[config.mk]
export PLATFORM = sky130hd
export DESIGN_NAME = usf_flags
export DESIGN_NICKNAME = d
export VERILOG_FILES = /design/src/common/usf_pkg.sv /design/src/rtl/usf_flags.sv /design/src/rtl/usf_vote.sv
export VERILOG_INCLUDE_DIRS = /design/src /design/src/common
export SDC_FILE = /design/constraint.sdc
export NUM_CORES = 1
export LEC_CHECK = 0
export BUFFER_PORTS_ARGS = -buffer_cell sky130_fd_sc_hd__buf_2
export CAP_MARGIN = 10
export CORE_MARGIN = 3
export CORE_UTILIZATION = 32
export DETAILED_ROUTE_END_ITERATION = 8
export GPL_ROUTABILITY_DRIVEN = 0
export PLACE_DENSITY = 0.55
export REMOVE_ABC_BUFFERS = 1
export SLEW_MARGIN = 20
export SYNTH_ARGS = -nofsm -noshare
export SYNTH_HDL_FRONTEND = slang
export SYNTH_SLANG_ARGS = --single-unit
[constraint.sdc]
create_clock -name clk_sys_i -period 2.4 [get_ports clk_sys_i]
set_input_delay 0.24 -clock clk_sys_i [delete_from_list [all_inputs] [get_ports clk_sys_i]]
set_output_delay 0.24 -clock clk_sys_i [all_outputs]
set_load 0.05 [all_outputs]
[src/common/usf_consts.svh]
`ifndef USF_CONSTS_SVH
`define USF_CONSTS_SVH
// Contract
// - Low stop sample sets framing flag, rx irq
// - Framing flag clears only if read armed
// - Word during full buffer: overrun, discard
// - While overrun set, drop words silently
// - Dropped words never set error flags
// - Overrun flag clears only if read armed
// - Buffer load sets rx full flag
// - Rx full flag clears only if armed
// - Tx done with empty holding clears busy
// - Restart after write sets busy, tx irq
// - Holding moves to shifter: clear full, irq
// - Holding write sets tx full flag
// - No count of lost words kept
// - Parity mismatch sets parity flag, rx irq
// - Bits decided by two-of-three majority
// ================================================
// Register offsets (byte addresses)
`define USF_ADDR_STATUS 12'h000
`define USF_ADDR_RXBUF 12'h004
`define USF_ADDR_TXBUF 12'h008
`define USF_ADDR_IRQ_STAT 12'h00C
`define USF_ADDR_IRQ_CLR 12'h010
`define USF_ADDR_IRQ_EN 12'h014
// ================================================
// Status bit positions
`define USF_ST_PERR 0
`define USF_ST_FERR 1
`define USF_ST_OVERRUN 2
`define USF_ST_RX_FULL 3
`define USF_ST_TX_ACTIVE 4
`define USF_ST_TX_FULL 5
`define USF_STAT_W 6
// Interrupt status bits
`define USF_IRQ_RX 0
`define USF_IRQ_TX 1
`define USF_IRQ_W 2
`define USF_DATA_W 8
`define USF_ARM_W 4
`define USF_ADDR_W 12
`endif

[src/common/usf_pkg.sv]
package usf_pkg;
   `include "usf_consts.svh"

   typedef struct packed {
      logic [`USF_ARM_W-1:0] armed;
      logic perr;
      logic ferr;
      logic overrun_flag;
      logic rx_holding_full_flag;
      logic tx_active_flag;
      logic tx_holding_full_flag;
      logic [`USF_DATA_W-1:0] rx_holding_buffer;
      logic [`USF_DATA_W-1:0] tx_holding_buffer;
      logic [`USF_IRQ_W-1:0] irq_stat;
      logic [`USF_IRQ_W-1:0] irq_en;
      logic rx_irq_request;
      logic tx_irq_request;
      logic tx_start;
      logic [`USF_DATA_W-1:0] tx_word;
      logic irq;
      logic pready;
      logic pslverr;
      logic [31:0] prdata;
   } usf_state_type;

   typedef struct packed {
      logic done;
      logic [`USF_DATA_W-1:0] data;
      logic parity_bad;
      logic stop_bit;
   } usf_rx_word_type;

   typedef struct packed {
      logic [2:0] samples;
   } usf_vote_type;
endpackage

[src/rtl/usf_flags.sv]
// Our own choices: the register offsets and the APB slave port.
`timescale 1ns/10ps
`default_nettype none
`include "usf_consts.svh"
module usf_flags
   import usf_pkg::*;
(
   input wire logic clk_sys_i,
   input wire logic resetn_i,
   input wire logic psel,
   input wire logic penable,
   input wire logic pwrite,
   input wire logic [`USF_ADDR_W-1:0] paddr,
   input wire logic [31:0] pwdata,
   output logic [31:0] prdata,
   output logic pready,
   output logic pslverr,
   input wire logic serial_rx_line_i,
   input wire logic sample_en_i,
   input wire logic rx_done_i,
   input wire logic [`USF_DATA_W-1:0] rx_data_i,
   input wire logic rx_parity_bad_i,
   input wire logic tx_done_i,
   output logic tx_start_o,
   output logic [`USF_DATA_W-1:0] tx_word_o,
   output logic rx_irq_request_o,
   output logic tx_irq_request_o,
   output logic irq_o,
   output logic [5:0] serial_status_reg_o
);
   // ================================================
   // Voted line level
   logic voted_bit;

   usf_vote u_vote (
      .clk_sys_i(clk_sys_i),
      .resetn_i(resetn_i),
      .sample_en_i(sample_en_i),
      .serial_rx_line_i(serial_rx_line_i),
      .bit_o(voted_bit)
   );

   // ================================================
   // State and decoded strobes
   usf_state_type st_r;
   usf_state_type st_nxt;
   logic access;
   logic wr;
   logic rd;
   logic rd_status;
   logic rd_rxbuf;
   logic wr_txbuf;
   logic wr_irq_clr;
   logic wr_irq_en;
   logic addr_mapped;
   logic [31:0] rd_word;
   logic [`USF_STAT_W-1:0] stat;
   logic [`USF_ARM_W-1:0] rx_flags;
   logic [`USF_ARM_W-1:0] clr_mask;
   logic [`USF_ARM_W-1:0] arm_nxt;
   logic rx_keep;
   logic rx_overrun;
   logic rx_drop;
   logic rx_evt;
   logic tx_move;
   logic tx_finish;
   logic tx_evt;
   genvar gi;

   // ================================================
   // Bus decode: every effect lands at the taking edge only
   assign access = psel && penable && !st_r.pready;
   assign wr = access && pwrite;
   assign rd = access && !pwrite;
   assign rd_status = rd && (paddr == `USF_ADDR_STATUS);
   assign rd_rxbuf = rd && (paddr == `USF_ADDR_RXBUF);
   assign wr_txbuf = wr && (paddr == `USF_ADDR_TXBUF);
   assign wr_irq_clr = wr && (paddr == `USF_ADDR_IRQ_CLR);
   assign wr_irq_en = wr && (paddr == `USF_ADDR_IRQ_EN);

   always_comb begin
      case (paddr)
         `USF_ADDR_STATUS,
         `USF_ADDR_RXBUF,
         `USF_ADDR_TXBUF,
         `USF_ADDR_IRQ_STAT,
         `USF_ADDR_IRQ_CLR,
         `USF_ADDR_IRQ_EN: begin
            addr_mapped = 1'b1;
         end
         default: begin
            addr_mapped = 1'b0;
         end
      endcase
   end

   // ================================================
   // Status vector
   always_comb begin
      stat = '0;
      stat[`USF_ST_PERR] = st_r.perr;
      stat[`USF_ST_FERR] = st_r.ferr;
      stat[`USF_ST_OVERRUN] = st_r.overrun_flag;
      stat[`USF_ST_RX_FULL] = st_r.rx_holding_full_flag;
      stat[`USF_ST_TX_ACTIVE] = st_r.tx_active_flag;
      stat[`USF_ST_TX_FULL] = st_r.tx_holding_full_flag;
   end

   // Clearable flags share the low status positions with the armed bits
   assign rx_flags = stat[`USF_ARM_W-1:0];

   // ================================================
   // Per-flag arming: capture on a status read, drop on a buffer read
   generate
      for (gi = 0; gi < `USF_ARM_W; gi = gi + 1) begin : g_arm
         assign clr_mask[gi] = rd_rxbuf && st_r.armed[gi];
         assign arm_nxt[gi] = rd_status ? rx_flags[gi] :
                              (rd_rxbuf ? 1'b0 : st_r.armed[gi]);
      end
   endgenerate

   // ================================================
   // Receive events
   // While overrun stands every word is thrown away unseen
   assign rx_drop = rx_done_i && st_r.overrun_flag;
   assign rx_overrun = rx_done_i && !st_r.overrun_flag &&
                       st_r.rx_holding_full_flag;
   assign rx_keep = rx_done_i && !st_r.overrun_flag &&
                    !st_r.rx_holding_full_flag;
   assign rx_evt = rx_overrun || rx_keep;

   // ================================================
   // Transmit events
   assign tx_move = st_r.tx_holding_full_flag &&
                    (!st_r.tx_active_flag || tx_done_i);
   assign tx_finish = tx_done_i && !st_r.tx_holding_full_flag;
   assign tx_evt = tx_move;

   // ================================================
   // Read data
   always_comb begin
      rd_word = '0;
      case (paddr)
         `USF_ADDR_STATUS: begin
            rd_word[`USF_STAT_W-1:0] = stat;
         end
         `USF_ADDR_RXBUF: begin
            rd_word[`USF_DATA_W-1:0] = st_r.rx_holding_buffer;
         end
         `USF_ADDR_IRQ_STAT: begin
            rd_word[`USF_IRQ_W-1:0] = st_r.irq_stat;
         end
         `USF_ADDR_IRQ_EN: begin
            rd_word[`USF_IRQ_W-1:0] = st_r.irq_en;
         end
         default: begin
            rd_word = '0;
         end
      endcase
   end

   // ================================================
   // Next state
   always_comb begin
      st_nxt = st_r;
      st_nxt.tx_start = 1'b0;
      st_nxt.pready = 1'b0;
      st_nxt.pslverr = 1'b0;
      // Buffer read clears only the flags the last status read saw
      if (clr_mask[`USF_ST_PERR]) begin
         st_nxt.perr = 1'b0;
      end
      if (clr_mask[`USF_ST_FERR]) begin
         st_nxt.ferr = 1'b0;
      end
      if (clr_mask[`USF_ST_OVERRUN]) begin
         st_nxt.overrun_flag = 1'b0;
      end
      if (clr_mask[`USF_ST_RX_FULL]) begin
         st_nxt.rx_holding_full_flag = 1'b0;
      end
      st_nxt.armed = arm_nxt;
      // Received word; sets follow clears so they win
      if (rx_overrun) begin
         st_nxt.overrun_flag = 1'b1;
      end
      if (rx_keep) begin
         st_nxt.rx_holding_buffer = rx_data_i;
         st_nxt.rx_holding_full_flag = 1'b1;
         // Error flags only ever describe a kept word
         if (rx_parity_bad_i) begin
            st_nxt.perr = 1'b1;
         end
         if (!voted_bit) begin
            st_nxt.ferr = 1'b1;
         end
      end
      // Holding word moves to the shifter when idle or on completion
      if (tx_move) begin
         st_nxt.tx_start = 1'b1;
         st_nxt.tx_word = st_r.tx_holding_buffer;
         st_nxt.tx_holding_full_flag = 1'b0;
         st_nxt.tx_active_flag = 1'b1;
      end else if (tx_finish) begin
         st_nxt.tx_active_flag = 1'b0;
      end
      // A write in the cycle of a move refills the holding buffer
      if (wr_txbuf) begin
         st_nxt.tx_holding_buffer = pwdata[`USF_DATA_W-1:0];
         st_nxt.tx_holding_full_flag = 1'b1;
      end
      st_nxt.rx_irq_request = rx_evt;
      st_nxt.tx_irq_request = tx_evt;
      // Interrupt status: a new event beats a clear in the same cycle
      if (wr_irq_clr) begin
         st_nxt.irq_stat = st_r.irq_stat & ~pwdata[`USF_IRQ_W-1:0];
      end
      if (wr_irq_en) begin
         st_nxt.irq_en = pwdata[`USF_IRQ_W-1:0];
      end
      if (rx_evt) begin
         st_nxt.irq_stat[`USF_IRQ_RX] = 1'b1;
      end
      if (tx_evt) begin
         st_nxt.irq_stat[`USF_IRQ_TX] = 1'b1;
      end
      st_nxt.irq = |(st_nxt.irq_stat & st_nxt.irq_en);
      // APB answer one cycle into the access phase
      if (access) begin
         st_nxt.pready = 1'b1;
         st_nxt.pslverr = !addr_mapped;
         st_nxt.prdata = rd ? rd_word : '0;
      end
   end

   always_ff @(posedge clk_sys_i or negedge resetn_i) begin
      if (!resetn_i) begin
         st_r <= '0;
      end else begin
         st_r <= st_nxt;
      end
   end

   assign prdata = st_r.prdata;
   assign pready = st_r.pready;
   assign pslverr = st_r.pslverr;
   assign tx_start_o = st_r.tx_start;
   assign tx_word_o = st_r.tx_word;
   assign rx_irq_request_o = st_r.rx_irq_request;
   assign tx_irq_request_o = st_r.tx_irq_request;
   assign irq_o = st_r.irq;
   assign serial_status_reg_o = stat;
endmodule // usf_flags
`default_nettype wire

[src/rtl/usf_vote.sv]
`timescale 1ns/10ps
`default_nettype none
module usf_vote
   import usf_pkg::*;
(
   input wire logic clk_sys_i,
   input wire logic resetn_i,
   input wire logic sample_en_i,
   input wire logic serial_rx_line_i,
   output logic bit_o
);
   // ================================================
   // Majority of the last three samples
   logic [2:0] sync_r;
   usf_vote_type vote_r;

   always_ff @(posedge clk_sys_i or negedge resetn_i) begin
      if (!resetn_i) begin
         sync_r <= 3'h7;
         vote_r <= '1;
      end else begin
         sync_r <= {sync_r[1:0], serial_rx_line_i};
         if (sample_en_i && (sync_r[1] == sync_r[2])) begin
            vote_r.samples <= {vote_r.samples[1:0], sync_r[2]};
         end
      end
   end

   assign bit_o = (vote_r.samples[0] & vote_r.samples[1]) |
                  (vote_r.samples[1] & vote_r.samples[2]) |
                  (vote_r.samples[0] & vote_r.samples[2]);
endmodule // usf_vote
`default_nettype wire

# ---- Yosys cells after proc, flatten, opt, wreduce, memory -nomap -nowiden
# Index checks and enable logic that the tools add are counted.
dict set report classes {
  eq_ne 6
  bitwise_logic 8
  muxes 29
  n_reduce_logical 36
}
# operator count
set op_table {}
lappend op_table {{$mux W34} 1}
lappend op_table {{$eq A12 B4 Y1 const B} 2}
lappend op_table {{$eq A12 B5 Y1 const B} 2}
lappend op_table {{$mux W1} 20}
lappend op_table {{$logic_and A1 B1 Y1} 19}
lappend op_table {{$eq A12 B3 Y1 const B} 1}
lappend op_table {{$logic_not A12 Y1} 1}
lappend op_table {{$reduce_bool A2 Y1} 5}
lappend op_table {{$mux W9} 1}
lappend op_table {{$mux W2} 4}
lappend op_table {{$mux W8} 1}
lappend op_table {{$pmux W2 S4} 1}
lappend op_table {{$pmux W4 S2} 1}
lappend op_table {{$logic_not A1 Y1} 7}
lappend op_table {{$reduce_or A6 Y1} 1}
lappend op_table {{$and A2 B2 Y2} 2}
lappend op_table {{$and A1 B1 Y1} 3}
lappend op_table {{$logic_or A1 B1 Y1} 2}
lappend op_table {{$not A2 Y2} 1}
lappend op_table {{$or A1 B1 Y1} 2}
lappend op_table {{$reduce_or A2 Y1} 1}
lappend op_table {{$eq A1 B1 Y1} 1}
dict set report totals {
  ff_bits 82
  output_inout_bits 52
  wordCells 100
}

# ---- Logic depth before layout (Yosys ltp)
dict set report logic_depth {
  word_depth 8
  depth_mapped 6
}

# ---- Cells and area by module
# A second synthesis with hierarchy kept.
dict set report unflattened {
  hier_cells 225
  area_unflattened_um2 2725.1
}
# module cells_per_inst n_inst seq_area_each_um2 area_each_um2
set by_module_without_submodules {}
lappend by_module_without_submodules {usf_flags 210 1 1276.2 2502.4}
lappend by_module_without_submodules {usf_vote 15 1 157.7 222.7}

# ---- Least setup slack after synthesis
# Ideal clock, no wire load.
dict set report synth_timing {
  path_kind {register -> register}
  startpoint {reg st_r, in the netlist pready}
  endpoint {reg st_r, in the netlist irq_o}
  path_slack_ns 0.440
  required_time_ns 2.279
  arrival_time_ns 1.839
  path_stages_with_launch 7
  setup_time_ns 0.121
  synth_period_minus_slack_ns 1.960
  cell_sequence {dfrtp_1 > nand3b_2 > inv_1 > nand4_1 > nor2_1 > mux2_2 > a22o_1}
}
# element line
set synth_rtl {}
lappend synth_rtl {{from (decl)} usf_flags.sv:45} ;# usf_state_type st_r;
lappend synth_rtl {{from (signal assigned)} usf_flags.sv:240} ;# st_r <= st_nxt;

# ---- Worst setup path after layout
dict set report layout_timing {
  startpoint {reg st_r, in the netlist pready}
  endpoint {reg st_r, in the netlist serial_status_reg_o[3]}
}
dict set report layout_between {
  elab_chain_cells 6
}
# element line
set layout_rtl {}
lappend layout_rtl {{$logic_not A1 Y1} usf_flags.sv:72} ;# assign access = psel && penable && !st_r.pready;
lappend layout_rtl {{$logic_and A1 B1 Y1} usf_flags.sv:72}
lappend layout_rtl {{$logic_and A1 B1 Y1} usf_flags.sv:74} ;# assign rd = access && !pwrite;
lappend layout_rtl {{$logic_and A1 B1 Y1} usf_flags.sv:76} ;# assign rd_rxbuf = rd && (paddr == `USF_ADDR_RXBUF);
lappend layout_rtl {{$logic_and A1 B1 Y1} usf_flags.sv:116} ;# assign clr_mask[gi] = rd_rxbuf && st_r.armed[gi];
lappend layout_rtl {{$reduce_bool A2 Y1 (no line)} --}
# No other way between the ends.
# A chain may end at the register's enable or synchronous reset.

==> reports/results.txt <==
Port Buffers - 65
cts hold-fix bufs - 1
Post-synth EDFFs - 0
most common cell in the netlist - dfrtp_1
Fmax - 0.525 GHz
routed vias - 1693
Crit Path Category - flip-flop to flip-flop
first-pass GRT wire length - 8600 um
core box area - 7890 um2
setup bufs post-CTS - 0
CTS Buffer Depth - 2
top post-synthesis cells by count - dfrtp_1 (51), buf_4 (47), mux2_2 (30)
Synth-to-Final Area Change - 14.3%
Final TNS setup - 0 ns
GR Util All Layers - 0.116
Worst Skew - 0.0103 ns
clock sink count - 57
layout cells sized above 1 - 0.434
Final ANT Viol Nets - 0
die height - 97.2 um
largest net degree at the start of global routing - 58
filler cell count - 783
Area contributors post-synth - dfrtp_1 (48%), buf_4 (13%), mux2_2 (13%)
Peak VDD IR - 0.343 mV
First-pass DRT Iterations - 4
measured slew at the worst slew-check pin - 0.714 ns
htree depth - 3
synthesis-stage register bit count - 57
Critical Path RT - 2.59 ns
syn avg cell area - 11.7 um2
Yosys cell types - 31
die area - 9460 um2
fin crit share - 0.794
Hold Violations, Final - 0
total wire length - 5150 um
GRT overflow - 0
Crit-path slowest cell - or3_4
Mapped Area - 2660 um2
worst-path maximum fanout - 13
Die X - 97.2 um
crit-path cells - nor4bb_1 > nand4_1 > or3_4 > nor2_1 > a31oi_1
Vias/cell - 4.36
final net count - 343
routed len/inst - 13.3 um
Slew Limit Fails - 0
Critical Path Max Stage Delay - 0.47 ns
CP Capture Type - flip-flop
post-layout min period - 1.91 ns
initial core utilization - 0.338
cts bufs inserted - 9
n_diodes - 0
Async SR Flop Fraction - 1.00
Synth warnings - 0
Synth Instances - 228
clock-pin slew on the worst setup and hold paths - 0.07 ns
I/O Pins - 114
CP Launch Type - flip-flop
area of the multi-input gates - 925 um2
root buffer cell - clkbuf_8
largest area contributor in the netlist - dfrtp_1
status - complete, no violations
Slew HR - 0.524
number of global-route vias before repair - 1719
initial antenna violation count - 0
dominant synthesized flop cell - dfrtp_1
PD cells - 680 nW/um2
max cap viols - 0
Critical Path AT - 2.10 ns
worst hold slack - 0.0415 ns
# setup viols final - 0
top-area cell type share of the netlist area - 0.479
FF/Latch Area - 1430 um2
sequential element share of the synthesized area - 0.538
DP HPWL - 3740 um
TritonCTS clock tree - built
RSZ-0062 raised after global routing - no
Setup WS pre-CTS - 0.420 ns
Leakage - 1.56 nW
Final WS setup - 0.494 ns
Rows - 32
drc violations - 0
DR iter-0 viols - 54
post_cts resized - 0
Hold/Removal Path Class - input pin to async pin
later-pin clock latency in the skew report - 0.33 ns
==> routing by layer <==
| metal | wire (um) | global-route usage | share of wire | up-vias |
|---|---|---|---|---|
| li1 | - | - | - | 817 |
| met1 | 2220 | 0.138 | 0.43 | 812 |
| met2 | 2460 | 0.183 | 0.48 | 59 |
| met3 | 434 | 0.0596 | 0.084 | 5 |
| met4 | 38 | 0.0383 | 0.0074 | 0 |
| met5 | 0 | 0 | 0 | - |
==> sequential cells by signal (all words and copies together), names as in the netlist <==
| signal | cells |
|---|---|
| st_r | 24 |
| prdata | 8 |
| tx_word_o | 8 |
| serial_status_reg_o | 6 |
| u_vote.sync_r | 3 |
| u_vote.vote_r | 3 |
| irq_o | 1 |
| pready | 1 |
| pslverr | 1 |
| rx_irq_request_o | 1 |
| tx_irq_request_o | 1 |
==> critical path: cells and delay by family (launching register included) <==
kind / cells / cell delay (ns)
and+or+nand+nor: 4 / 1.26
DFF: 1 / 0.39
AOI/OAI and AO/OA: 1 / 0.13
==> final timing paths <==
| check | from | endpoint | slack [ns] | depth (start not counted) |
|---|---|---|---|---|
| setup / recovery | pready$_DFF_PN0_ | serial_status_reg_o[3]$_DFFE_PN0P_ | 0.49 | 5 |
| hold reg to reg | u_vote.sync_r[0]$_DFF_PN1_ | u_vote.sync_r[1]$_DFF_PN1_ | 0.36 | 0 |
| hold / removal | resetn_i | prdata[2]$_DFFE_PN0N_ | 0.04 | 2 |
| setup reg to reg | pready$_DFF_PN0_ | serial_status_reg_o[3]$_DFFE_PN0P_ | 0.49 | 5 |
| max in group asynchronous | resetn_i | serial_status_reg_o[4]$_DFFE_PN0P_ | 1.87 | 2 |
| min in group clk_sys_i | rx_parity_bad_i | serial_status_reg_o[0]$_DFF_PN0_ | 0.11 | 3 |
==> final cells by class <==
type | instances | share of cell area
sequential | 57 | 0.471
multi-input combinational | 139 | 0.304
timing repair buffer | 69 | 0.118
clock buffer | 12 | 0.0509
tap | 102 | 0.0419
clock inverter | 4 | 0.00904
inverter | 5 | 0.00616
==> cell families after synthesis <==
group	share of synthesized area
flip-flops	0.538
buffers and inverters	0.147
AND/OR/NAND/NOR	0.100
AO/OA/AOI/OAI	0.0719
multiplexers	0.134
adder cells (fa/ha/maj)	0.00376
other	0.00141
XOR/XNOR	0.00329
==> power breakdown <==
part | internal [W] | switching [W] | leakage [nW]
combinational | 0.0000681 | 0.000173 | 0.733
sequential | 0.00101 | 0.0000236 | 0.744
clock | 0.000429 | 0.000371 | 0.0846
==> cell usage in the layout (no fill, tap or decap), drive strengths merged, types with 2 or more instances in the layout <==
cell and instances:
a21oi 8, a22o 5, a31oi 6, buf 68, clkbuf 12, clkinvlp 3, conb 24, dfrtp 51
dfstp 6, inv 5, mux2 30, mux2i 2, nand2 21, nand2b 5, nand4 2, nor2 10
nor2b 3, nor3 2, o21ai 11
==> per-stage QoR <==
step / total power (W) / utilization / cell area [um2] / instances
2_1_floorplan: 0.00120 / - / 2380 / 201
3_5_place_dp: 0.00129 / 0.362 / 2850 / 371
6_report: 0.00207 / 0.386 / 3050 / 388
5_1_grt: 0.00219 / 0.386 / 3050 / 388
4_1_cts: 0.00211 / 0.386 / 3050 / 388
3_3_place_gp: 0.00129 / 0.362 / 2850 / 371
Note: power is estimated with default switching activity, not from simulation.
